**src/hw/dacc_defs.vh**
```
`ifndef DACC_DEFS_VH
`define DACC_DEFS_VH
// core control register field positions
`define DACC_MUL_FMT_BIT 0
`define DACC_GUARD_EN_BIT 4
// multiply format values
`define DACC_FMT_FRACT 1'b0
`define DACC_FMT_INT 1'b1
// accumulator geometry
`define DACC_ACC_W 40
`define DACC_WORD_W 16
`define DACC_GUARD_W 8
`define DACC_LOW_LSB 0
`define DACC_LOW_MSB 15
`define DACC_HIGH_LSB 16
`define DACC_HIGH_MSB 31
`define DACC_GUARD_LSB 32
`define DACC_GUARD_MSB 39
`define DACC_SIGN32 31
// saturation limits
`define DACC_POS32 40'h007FFFFFFF
`define DACC_NEG32 40'hFF80000000
// register select codes for the six accumulator words
`define DACC_SEL_A_LOW 3'h0
`define DACC_SEL_A_HIGH 3'h1
`define DACC_SEL_A_UPPER 3'h2
`define DACC_SEL_B_LOW 3'h3
`define DACC_SEL_B_HIGH 3'h4
`define DACC_SEL_B_UPPER 3'h5
// operation codes
`define DACC_OP_NONE 2'h0
`define DACC_OP_LOAD 2'h1
`define DACC_OP_MPY 2'h2
`define DACC_OP_ADD 2'h3
// reset value of accumulators
`define DACC_ACC_RESET 40'h0000000000
`define DACC_WORD_RESET 16'h0000
`endif

```
**src/hw/dacc_result_fmt.v**
```verilog
`timescale 1ns/10ps
`include "dacc_defs.vh"
// forms the value written back into an accumulator: wide or saturated
module dacc_result_fmt #(
  parameter ACC_W = `DACC_ACC_W
) (
  input wire [ACC_W-1:0] value_in,
  input wire guard_en_in,
  output reg [ACC_W-1:0] result_out
);
  wire fits32;
  // value fits 1.31 when bits above bit 31 all copy the sign
  assign fits32 = (&value_in[ACC_W-1:`DACC_SIGN32]) | ~(|value_in[ACC_W-1:`DACC_SIGN32]);

  // guard mode keeps the full 9.31 word, normal mode clamps to 1.31
  always @* begin
    if (guard_en_in) begin
      result_out = value_in; // [RULE5] [RULE6] [RULE7] [RULE15]
    end else if (fits32) begin
      result_out = value_in; // [RULE3] [RULE4]
    end else if (value_in[ACC_W-1]) begin
      result_out = `DACC_NEG32; // [RULE20]
    end else begin
      result_out = `DACC_POS32; // [RULE20]
    end
  end
endmodule

```
**src/hw/dacc_datapath.v**
```verilog
`timescale 1ns/10ps
`include "dacc_defs.vh"
// Contract
// [RULE1] integers are 16-bit signed two's complement
// [RULE2] fractions are 1.15, point after sign
// [RULE3] normal mode holds 1.31 in low 32
// [RULE4] normal mode: upper byte only sign-extends
// [RULE5] guard enable widens accumulators to 40 bits
// [RULE6] guard mode spans full signed 40 bits
// [RULE7] guard fractions are 9.31, point fixed
// [RULE8] non-multiply ops identical for both formats
// [RULE9] format bit: 0 fractional, 1 integer
// [RULE10] integer multiply gives unshifted 32-bit product
// [RULE11] fractional product shifted left one bit
// [RULE12] accumulator is upper, high, low concatenated
// [RULE13] load: high word, low zero, sign upper
// [RULE14] rounded store takes the high word; the store here takes the high word unrounded
// [RULE15] guard mode writes all three parts
// [RULE16] six sub-registers readable and writable
// [RULE17] upper registers read sign-extended to 16
// [RULE18] software should prefer load/store operations
// [RULE19] fraction spans -1.0 to 0x7FFF
// [RULE20] normal mode clamps outside 32-bit range
module dacc_datapath #(
  parameter WORD_W = `DACC_WORD_W,
  parameter ACC_W = `DACC_ACC_W
) (
  input wire clock_in,
  input wire reset_in,
  input wire [WORD_W-1:0] core_control_reg_in,
  input wire [1:0] op_in,
  input wire op_acc_sel_in,
  input wire [WORD_W-1:0] op_a_in,
  input wire [WORD_W-1:0] op_b_in,
  input wire store_in,
  input wire store_acc_sel_in,
  input wire reg_wr_in,
  input wire [2:0] reg_sel_in,
  input wire [WORD_W-1:0] reg_wdata_in,
  output reg [WORD_W-1:0] reg_rdata_out,
  output reg [WORD_W-1:0] store_data_out,
  output reg store_valid_out,
  output reg guard_mode_out
);
  // accumulator state and its next value
  reg [ACC_W-1:0] acc_one_reg;
  reg [ACC_W-1:0] acc_two_reg;
  reg [ACC_W-1:0] acc_one_next;
  reg [ACC_W-1:0] acc_two_next;
  // next values of the registered outputs
  reg [WORD_W-1:0] rdata_next;
  reg [WORD_W-1:0] store_data_next;
  wire store_valid_next;
  wire guard_mode_next;
  // operation path
  reg [ACC_W-1:0] cur_acc;
  reg [ACC_W-1:0] raw_value;
  wire [ACC_W-1:0] fmt_value;
  wire guard_en;
  wire int_mode;
  wire op_active;
  wire op_to_one;
  wire op_to_two;
  // multiplier
  wire signed [WORD_W-1:0] mul_a;
  wire signed [WORD_W-1:0] mul_b;
  wire signed [2*WORD_W-1:0] product;
  wire [2*WORD_W-1:0] product_shifted;
  wire [2*WORD_W-1:0] aligned;
  wire [`DACC_GUARD_W-1:0] product_sign;
  wire [ACC_W-1:0] product_ext;
  // load and add
  wire [`DACC_GUARD_W-1:0] op_a_sign;
  wire [ACC_W-1:0] load_ext;
  wire [ACC_W-1:0] add_ext;
  // register write decode
  wire wr_one_low;
  wire wr_one_high;
  wire wr_one_upper;
  wire wr_two_low;
  wire wr_two_high;
  wire wr_two_upper;
  // per-part next values
  reg [WORD_W-1:0] one_low_next;
  reg [WORD_W-1:0] one_high_next;
  reg [`DACC_GUARD_W-1:0] one_guard_next;
  reg [WORD_W-1:0] two_low_next;
  reg [WORD_W-1:0] two_high_next;
  reg [`DACC_GUARD_W-1:0] two_guard_next;
  // stored signs and the sign-extended guard byte views
  wire one_sign;
  wire two_sign;
  wire [WORD_W-1:0] one_upper_view;
  wire [WORD_W-1:0] two_upper_view;

  // control bits from the core control register
  assign guard_en = core_control_reg_in[`DACC_GUARD_EN_BIT]; // [RULE5]
  assign int_mode = (core_control_reg_in[`DACC_MUL_FMT_BIT] == `DACC_FMT_INT); // [RULE9]

  // operation decode: a non-idle code lands in the selected accumulator
  assign op_active = (op_in != `DACC_OP_NONE);
  assign op_to_one = op_active & ~op_acc_sel_in;
  assign op_to_two = op_active & op_acc_sel_in;

  // operands are signed; 0x8000 is -32768 or -1.0 depending on reading
  assign mul_a = op_a_in; // [RULE1] [RULE2] [RULE19]
  assign mul_b = op_b_in; // [RULE1] [RULE2] [RULE19]
  assign product = mul_a * mul_b;
  // fractional 2.30 product moves up one place to sit at the 1.31 point
  assign product_shifted = {product[2*WORD_W-2:0], 1'h0}; // [RULE11]
  // the shift drops the top bit, costing one bit of range; -1.0 times -1.0 wraps to -1.0
  assign aligned = int_mode ? product : product_shifted; // [RULE10] [RULE11]
  // a 16x16 product always fits 32 bits, so the guard byte is pure sign
  assign product_sign = {`DACC_GUARD_W{aligned[2*WORD_W-1]}};
  assign product_ext = {product_sign, aligned};

  // operand sign, copied into the guard byte on load and add
  assign op_a_sign = {`DACC_GUARD_W{op_a_in[WORD_W-1]}};
  // load fills high word, zeroes low word, sign into guard byte
  assign load_ext = {op_a_sign, op_a_in, `DACC_WORD_RESET}; // [RULE13]

  // plain add is format blind: same bits for integer and fraction
  assign add_ext = cur_acc + load_ext; // [RULE8]

  // selected accumulator for the current operation
  always @* begin
    if (op_acc_sel_in) begin
      cur_acc = acc_two_reg;
    end else begin
      cur_acc = acc_one_reg;
    end
  end

  // pick the raw value before saturation shaping
  always @* begin
    case (op_in)
      `DACC_OP_MPY: raw_value = product_ext;
      `DACC_OP_ADD: raw_value = add_ext;
      `DACC_OP_LOAD: raw_value = load_ext;
      default: raw_value = cur_acc;
    endcase
  end

  dacc_result_fmt #(
    .ACC_W(ACC_W)
  ) u_fmt (
    .value_in(raw_value),
    .guard_en_in(guard_en),
    .result_out(fmt_value)
  );

  // register write decode; select codes 6 and 7 match nothing and are ignored
  assign wr_one_low = reg_wr_in & (reg_sel_in == `DACC_SEL_A_LOW); // [RULE16]
  assign wr_one_high = reg_wr_in & (reg_sel_in == `DACC_SEL_A_HIGH); // [RULE16]
  assign wr_one_upper = reg_wr_in & (reg_sel_in == `DACC_SEL_A_UPPER); // [RULE16]
  assign wr_two_low = reg_wr_in & (reg_sel_in == `DACC_SEL_B_LOW); // [RULE16]
  assign wr_two_high = reg_wr_in & (reg_sel_in == `DACC_SEL_B_HIGH); // [RULE16]
  assign wr_two_upper = reg_wr_in & (reg_sel_in == `DACC_SEL_B_UPPER); // [RULE16]

  // accumulator one by parts; a same-cycle operation beats a register write
  always @* begin
    one_low_next = acc_one_reg[`DACC_LOW_MSB:`DACC_LOW_LSB];
    one_high_next = acc_one_reg[`DACC_HIGH_MSB:`DACC_HIGH_LSB];
    one_guard_next = acc_one_reg[`DACC_GUARD_MSB:`DACC_GUARD_LSB];
    if (wr_one_low) begin
      one_low_next = reg_wdata_in;
    end
    if (wr_one_high) begin
      one_high_next = reg_wdata_in;
    end
    // only the low byte of a write reaches the guard byte
    if (wr_one_upper) begin
      one_guard_next = reg_wdata_in[`DACC_GUARD_W-1:0];
    end
    // register writes are never saturated, operation results already are when guard mode is off
    if (op_to_one) begin
      one_low_next = fmt_value[`DACC_LOW_MSB:`DACC_LOW_LSB]; // [RULE4] [RULE15]
      one_high_next = fmt_value[`DACC_HIGH_MSB:`DACC_HIGH_LSB]; // [RULE4] [RULE15]
      one_guard_next = fmt_value[`DACC_GUARD_MSB:`DACC_GUARD_LSB]; // [RULE4] [RULE15]
    end
  end

  // accumulator two by parts; a same-cycle operation beats a register write
  always @* begin
    two_low_next = acc_two_reg[`DACC_LOW_MSB:`DACC_LOW_LSB];
    two_high_next = acc_two_reg[`DACC_HIGH_MSB:`DACC_HIGH_LSB];
    two_guard_next = acc_two_reg[`DACC_GUARD_MSB:`DACC_GUARD_LSB];
    if (wr_two_low) begin
      two_low_next = reg_wdata_in;
    end
    if (wr_two_high) begin
      two_high_next = reg_wdata_in;
    end
    // only the low byte of a write reaches the guard byte
    if (wr_two_upper) begin
      two_guard_next = reg_wdata_in[`DACC_GUARD_W-1:0];
    end
    // register writes are never saturated, operation results already are when guard mode is off
    if (op_to_two) begin
      two_low_next = fmt_value[`DACC_LOW_MSB:`DACC_LOW_LSB]; // [RULE4] [RULE15]
      two_high_next = fmt_value[`DACC_HIGH_MSB:`DACC_HIGH_LSB]; // [RULE4] [RULE15]
      two_guard_next = fmt_value[`DACC_GUARD_MSB:`DACC_GUARD_LSB]; // [RULE4] [RULE15]
    end
  end

  // the 40-bit word is guard byte, high word and low word, top to bottom
  always @* begin
    acc_one_next = {one_guard_next, one_high_next, one_low_next}; // [RULE12]
    acc_two_next = {two_guard_next, two_high_next, two_low_next}; // [RULE12]
  end

  // stored sign of each accumulator
  assign one_sign = acc_one_reg[ACC_W-1];
  assign two_sign = acc_two_reg[ACC_W-1];

  // guard bytes read back sign-extended so byte and word reads agree
  assign one_upper_view = {{`DACC_GUARD_W{one_sign}},
    acc_one_reg[`DACC_GUARD_MSB:`DACC_GUARD_LSB]}; // [RULE17]
  assign two_upper_view = {{`DACC_GUARD_W{two_sign}},
    acc_two_reg[`DACC_GUARD_MSB:`DACC_GUARD_LSB]}; // [RULE17]

  // read mux on this cycle's select; the answer shows one edge later
  always @* begin
    case (reg_sel_in)
      `DACC_SEL_A_LOW: rdata_next = acc_one_reg[`DACC_LOW_MSB:`DACC_LOW_LSB]; // [RULE16]
      `DACC_SEL_A_HIGH: rdata_next = acc_one_reg[`DACC_HIGH_MSB:`DACC_HIGH_LSB]; // [RULE16]
      `DACC_SEL_A_UPPER: rdata_next = one_upper_view; // [RULE17]
      `DACC_SEL_B_LOW: rdata_next = acc_two_reg[`DACC_LOW_MSB:`DACC_LOW_LSB]; // [RULE16]
      `DACC_SEL_B_HIGH: rdata_next = acc_two_reg[`DACC_HIGH_MSB:`DACC_HIGH_LSB]; // [RULE16]
      `DACC_SEL_B_UPPER: rdata_next = two_upper_view; // [RULE17]
      default: rdata_next = `DACC_WORD_RESET;
    endcase
  end

  // store takes the high word, which keeps it on the 16-bit bus; data holds until the next store
  always @* begin
    store_data_next = store_data_out;
    if (store_in) begin
      if (store_acc_sel_in) begin
        store_data_next = acc_two_reg[`DACC_HIGH_MSB:`DACC_HIGH_LSB]; // [RULE14]
      end else begin
        store_data_next = acc_one_reg[`DACC_HIGH_MSB:`DACC_HIGH_LSB]; // [RULE14]
      end
    end
  end

  // store strobe delayed one edge so the output comes from a flop
  assign store_valid_next = store_in;

  // guard flag mirrored one edge late, for software to see the active width
  assign guard_mode_next = guard_en; // [RULE5]

  // accumulator one storage
  always @(posedge clock_in or posedge reset_in) begin
    if (reset_in) begin
      acc_one_reg <= `DACC_ACC_RESET;
    end else begin
      acc_one_reg <= acc_one_next;
    end
  end

  // accumulator two storage
  always @(posedge clock_in or posedge reset_in) begin
    if (reset_in) begin
      acc_two_reg <= `DACC_ACC_RESET;
    end else begin
      acc_two_reg <= acc_two_next;
    end
  end

  // registered read data
  always @(posedge clock_in or posedge reset_in) begin
    if (reset_in) begin
      reg_rdata_out <= `DACC_WORD_RESET;
    end else begin
      reg_rdata_out <= rdata_next;
    end
  end

  // registered store data, pre-operation value of the storing edge
  always @(posedge clock_in or posedge reset_in) begin
    if (reset_in) begin
      store_data_out <= `DACC_WORD_RESET;
    end else begin
      store_data_out <= store_data_next;
    end
  end

  // one-cycle store strobe
  always @(posedge clock_in or posedge reset_in) begin
    if (reset_in) begin
      store_valid_out <= 1'h0;
    end else begin
      store_valid_out <= store_valid_next;
    end
  end

  // guard mode flag
  always @(posedge clock_in or posedge reset_in) begin
    if (reset_in) begin
      guard_mode_out <= 1'h0;
    end else begin
      guard_mode_out <= guard_mode_next;
    end
  end
endmodule

```
**config.mk**
```make
export PLATFORM = sky130hd
export DESIGN_NAME = dacc_datapath
export DESIGN_NICKNAME = d
export VERILOG_FILES = /design/src/hw/dacc_result_fmt.v /design/src/hw/dacc_datapath.v
export VERILOG_INCLUDE_DIRS = /design/src /design/src/hw
export SDC_FILE = /design/constraint.sdc
export NUM_CORES = 1
export LEC_CHECK = 0
export BUFFER_PORTS_ARGS = -buffer_cell sky130_fd_sc_hd__buf_2
export CAP_MARGIN = 0
export CORE_MARGIN = 5
export CORE_UTILIZATION = 45
export DETAILED_ROUTE_END_ITERATION = 10
export PLACE_DENSITY = 0.65
export SLEW_MARGIN = 30
export SYNTH_ARGS = -nofsm -noshare
export SYNTH_HDL_FRONTEND = slang
export SYNTH_HIERARCHICAL = 1
export SYNTH_SLANG_ARGS = --single-unit
```
**constraint.sdc**
```tcl
create_clock -name clock_in -period 3.95 [get_ports clock_in]
set_input_delay 0.5925 -clock clock_in [delete_from_list [all_inputs] [get_ports clock_in]]
set_output_delay 0.5925 -clock clock_in [all_outputs]
set_load 0.01 [all_outputs]
```
==> tab_implementation.tex <==
\begin{tabular}{lr}
\hline
Metric & Value \\
\hline
\multicolumn{2}{l}{\textbf{Routing}} \\
Via count of the routed design & 16100 \\
Average wire length per cell after detail routing & 18.7 um \\
Violation count after the first detailed-routing iteration & 1092 \\
Iteration count of the initial detailed-routing pass & 5 \\
Final wirelength & 54.8 mm \\
Number of remaining DRC errors & 0 \\
Remaining number of nets flagged by the antenna check after routing & 0 \\
DR vias/cell & 5.47 \\
\multicolumn{2}{l}{\textbf{Placed design}} \\
Final weighted congestion in routability-driven placement & 0.929 \\
Worst setup slack before clock tree synthesis & -3.96 ns \\
Number of input and output port buffers inserted & 94 \\
Area after DPL & 21600 um\^{}2 \\
Dpl hpwl & 43.2 mm \\
\multicolumn{2}{l}{\textbf{Status}} \\
Result of the run & finished with violations \\
Failing checks & setup timing \\
\multicolumn{2}{l}{\textbf{Worst setup path}} \\
CP endpoint kind & flop \\
Critical path data arrival time & 7.63 ns \\
Number of cell instances on the worst register-to-register path & 21 \\
Biggest cell delay along the critical path & 0.57 ns \\
Internal reg-to-reg setup slack & -0.88 ns \\
Path type of the worst setup path & input pin to flop \\
Required time reported for the critical path endpoint & 4.22 ns \\
Startpoint types & input pin \\
Master of the slowest instance on the critical path & fa\_1 \\
Worst flop-to-flop path startpoint & acc\_two\_reg[16]\$\_DFFE\_PP0P\_ \\
Cell seen most often among critical-path stages & fa\_1 \\
Capture instance of the worst register-to-register path & acc\_two\_reg[11]\$\_DFFE\_PP0P\_ \\
Worst-path fanout max & 8 \\
\multicolumn{2}{l}{\textbf{Clocking}} \\
Level count of the clock H-tree & 4 \\
Number of clock sinks seen by CTS & 114 \\
Reg clk slew, reported paths & 0.05 ns \\
Clock buffer depth & 2 \\
CTS tree & built \\
Clock root cell & clkbuf\_16 \\
Latest clock arrival within the worst-skew pair & 0.42 ns \\
Count of hold-fix buffers inserted at cts & 0 \\
Total CTS buffers & 17 \\
\multicolumn{2}{l}{\textbf{GRT}} \\
Global routing usage summed across all routing layers & 24.6\% \\
Global-route wire length before repair & 89.1 mm \\
Remaining global-route overflow & 0 \\
Via count of the first global-routing pass & 17200 \\
Largest net degree at the start of global routing & 72 \\
Initial antenna violation count & 3 \\
\multicolumn{2}{l}{\textbf{Floorplanning}} \\
Core area & 40800 um\^{}2 \\
Initial cell density of the core & 45.5\% \\
IO Pins & 109 \\
Vert. Die Dim & 213 um \\
Total die area & 45500 um\^{}2 \\
Number of placement rows & 74 \\
Die X & 213 um \\
\multicolumn{2}{l}{\textbf{Synth}} \\
Mapped Cells & 2060 \\
Proportion of synthesized flip-flops having asynchronous set or reset & 100\% \\
Share of the synthesized area in the top cell type & 28.3\% \\
Count of flip-flops with a built-in enable after synthesis & 0 \\
Cell types with the largest area share after synthesis & fa\_1 (28\%), dfrtp\_1 (15\%), mux2i\_1 (7.3\%) \\
Primary FF master, synth & dfrtp\_1 \\
Number of storage elements in the synthesis netlist & 114 \\
Netlist area before placement & 18600 um\^{}2 \\
Average size of a mapped cell & 9.02 um\^{}2 \\
Post-synthesis cell type count & 69 \\
Post-synthesis sequential area ratio & 15.4\% \\
Count of yosys warnings during synthesis & 6 \\
Library cell occupying the most area in the post-synthesis netlist & fa\_1 \\
Syn\_nets & 2503 \\
\multicolumn{2}{l}{\textbf{STA}} \\
Final cycle utilization of the critical path & 187\% \\
Tightest Pin Transition & 0.790 ns \\
Final setup skew & 0.00698 ns \\
Highest Clock Rate & 136 MHz \\
Final min period & 7.37 ns \\
Min Hold Slack & 0.275 ns \\
RSZ-0062 raised after global routing & yes \\
Slew margin rel. & 47.2\% \\
Final worst slack & -3.42 ns \\
Final Hold Violating Endpoints & 0 \\
Final setup fails & 80 \\
Number of max-slew violations in the final report & 0 \\
\multicolumn{2}{l}{\textbf{Cells and area}} \\
Area growth syn-to-layout & 25.3\% \\
Layout filler cell count & 3522 \\
Share of cells above drive strength 1 & 25.8\% \\
Final standard cell area without fillers & 23300 um\^{}2 \\
Final layout net count & 2832 \\
\multicolumn{2}{l}{\textbf{Worst hold path}} \\
Type of the most critical hold path & input pin to async pin \\
\multicolumn{2}{l}{\textbf{Job}} \\
Max-capacitance violation count & 0 \\
\hline
\end{tabular}
==> worst max-delay path, delay by kind of cell <==
family | cells | cell delay, ns
buffers and inverters | 10 | 1.27
AOI/OAI and AO/OA | 5 | 0.65
adders and majority gates | 7 | 3.21
muxes | 1 | 0.37
and+or+nand+nor | 8 | 1.49
==> layout by cell type (no fill, tap or decap), drive strengths merged, types with 8 or more instances in the layout <==
master  synthesis  routed
buf            24     414
inv           294     294
fa            263     263
nand2         184     184
nor2          173     173
a21oi         155     155
mux2i         136     136
and2          127     127
dfrtp         114     114
ha            105     105
o21ai          43      43
o21a           40      40
xnor2          36      36
mux2           36      36
clkbuf         84      25
xor2           20      20
nand2b         18      18
a21o           17      17
nor2b          13      13
a22oi          12      12
o221ai         11      11
mux4           11      11
a31oi          11      11
a211oi         11      11
nor3           11      11
o31ai          11      11
nand3          10      10
o211ai         10      10
o22ai          10      10
nand4           8       8
==> worst max path at each step <==
| stage | startpoint | end | slack, ns | cells past startpoint |
|---|---|---|---|---|
| 2_1_floorplan | op_a_in[15] | acc_one_reg[12]$_DFFE_PP0P_ | -3.47 | 29 |
| 3_5_place_dp | op_b_in[3] | acc_two_reg[30]$_DFFE_PP0P_ | -3.96 | 25 |
| 5_1_grt | op_a_in[10] | acc_two_reg[18]$_DFFE_PP0P_ | -3.64 | 31 |
| 4_1_cts | op_a_in[15] | acc_two_reg[21]$_DFFE_PP0P_ | -3.37 | 33 |
| 6_report | op_a_in[10] | acc_two_reg[30]$_DFFE_PP0P_ | -3.42 | 31 |
| 3_3_place_gp | op_a_in[9] | acc_two_reg[26]$_DFFE_PP0P_ | -3.79 | 29 |
==> synthesized netlist by cell type, types with 4 or more instances <==
library cell  number
ha_1             105
a211oi_1           9
fa_1             263
o21bai_1           4
o31ai_1           11
o21ai_1            5
buf_2              6
a21oi_1          153
nand3_1           10
nand2b_1          17
nor2b_1           13
clkbuf_1          84
mux2i_1          136
o221ai_1          11
nor3_1             9
xnor2_1           36
buf_1              9
o21ai_0           37
buf_6              8
o21a_1            40
and2_1           127
mux2_2            36
o22ai_1           10
or2_2              5
a21o_1            17
inv_1            293
o211ai_1          10
o32ai_1            4
xor2_1            20
a31oi_1           10
nor2_1           173
or3_1              5
nand4_1            8
a22oi_1           12
dfrtp_1          114
mux4_2            11
o211a_1            5
nand2_1          184
==> kinds of logic (layout without fill, tap and decap cells) <==
| family | Yosys count | in the layout | share of synthesized area [%] |
|---|---|---|---|
| buffers and inverters | 402 | 744 | 8.50 |
| XOR/XNOR | 56 | 56 | 2.64 |
| other | 0 | 2 | 0 |
| AO/OA/AOI/OAI | 365 | 365 | 12.6 |
| AND/OR/NAND/NOR | 572 | 572 | 14.7 |
| flip-flops | 114 | 114 | 15.4 |
| adder cells (fa/ha/maj) | 368 | 368 | 35.4 |
| multiplexers | 183 | 183 | 10.8 |
==> metrics by stage <==
| step | setup TNS, ns | util, % | std cells |
|---|---|---|---|
| floorplan | -269.64 | - | 2060 |
| global placement | -294.39 | 53.0 | 2871 |
| detailed placement | -306.89 | 53.0 | 2871 |
| CTS | -257.81 | 56.1 | 2923 |
| global route | -277.69 | 57.0 | 2934 |
| finish | -261.12 | 57.0 | 2936 |
==> repair_timing <==
| item | 4_1_cts | 5_1_grt |
|---|---|---|
| cloned | 3 | 2 |
| pin swaps | 22 | 39 |
| setup endpoints to repair | 80 | 80 |
| resized for setup | 85 | 67 |
| setup buffers | 18 | 10 |
==> area by class of cell <==
cell class	instances	area, um^2	area share, %
Antenna cell	2	5.00	0.0215
Clock buffer	22	484	2.08
Clock inverter	10	178	0.763
Inverter	294	1110	4.76
Multi-Input combinational cell	1544	14700	63.3
Sequential cell	114	2850	12.3
Tap cell	532	666	2.86
Timing Repair Buffer	418	3240	13.9
==> routing by layer <==
metal	GRT usage [%]	routed length [um]	share of wire, %
met5	0	11	0.020
met3	3.50	3610	6.6
met4	7.76	1800	3.3
met2	42.6	27400	50
met1	32.0	22000	40
Power is left out: the tool's default activity adds up to more than one toggle a clock period on the data nets, which glitch-free logic cannot reach.
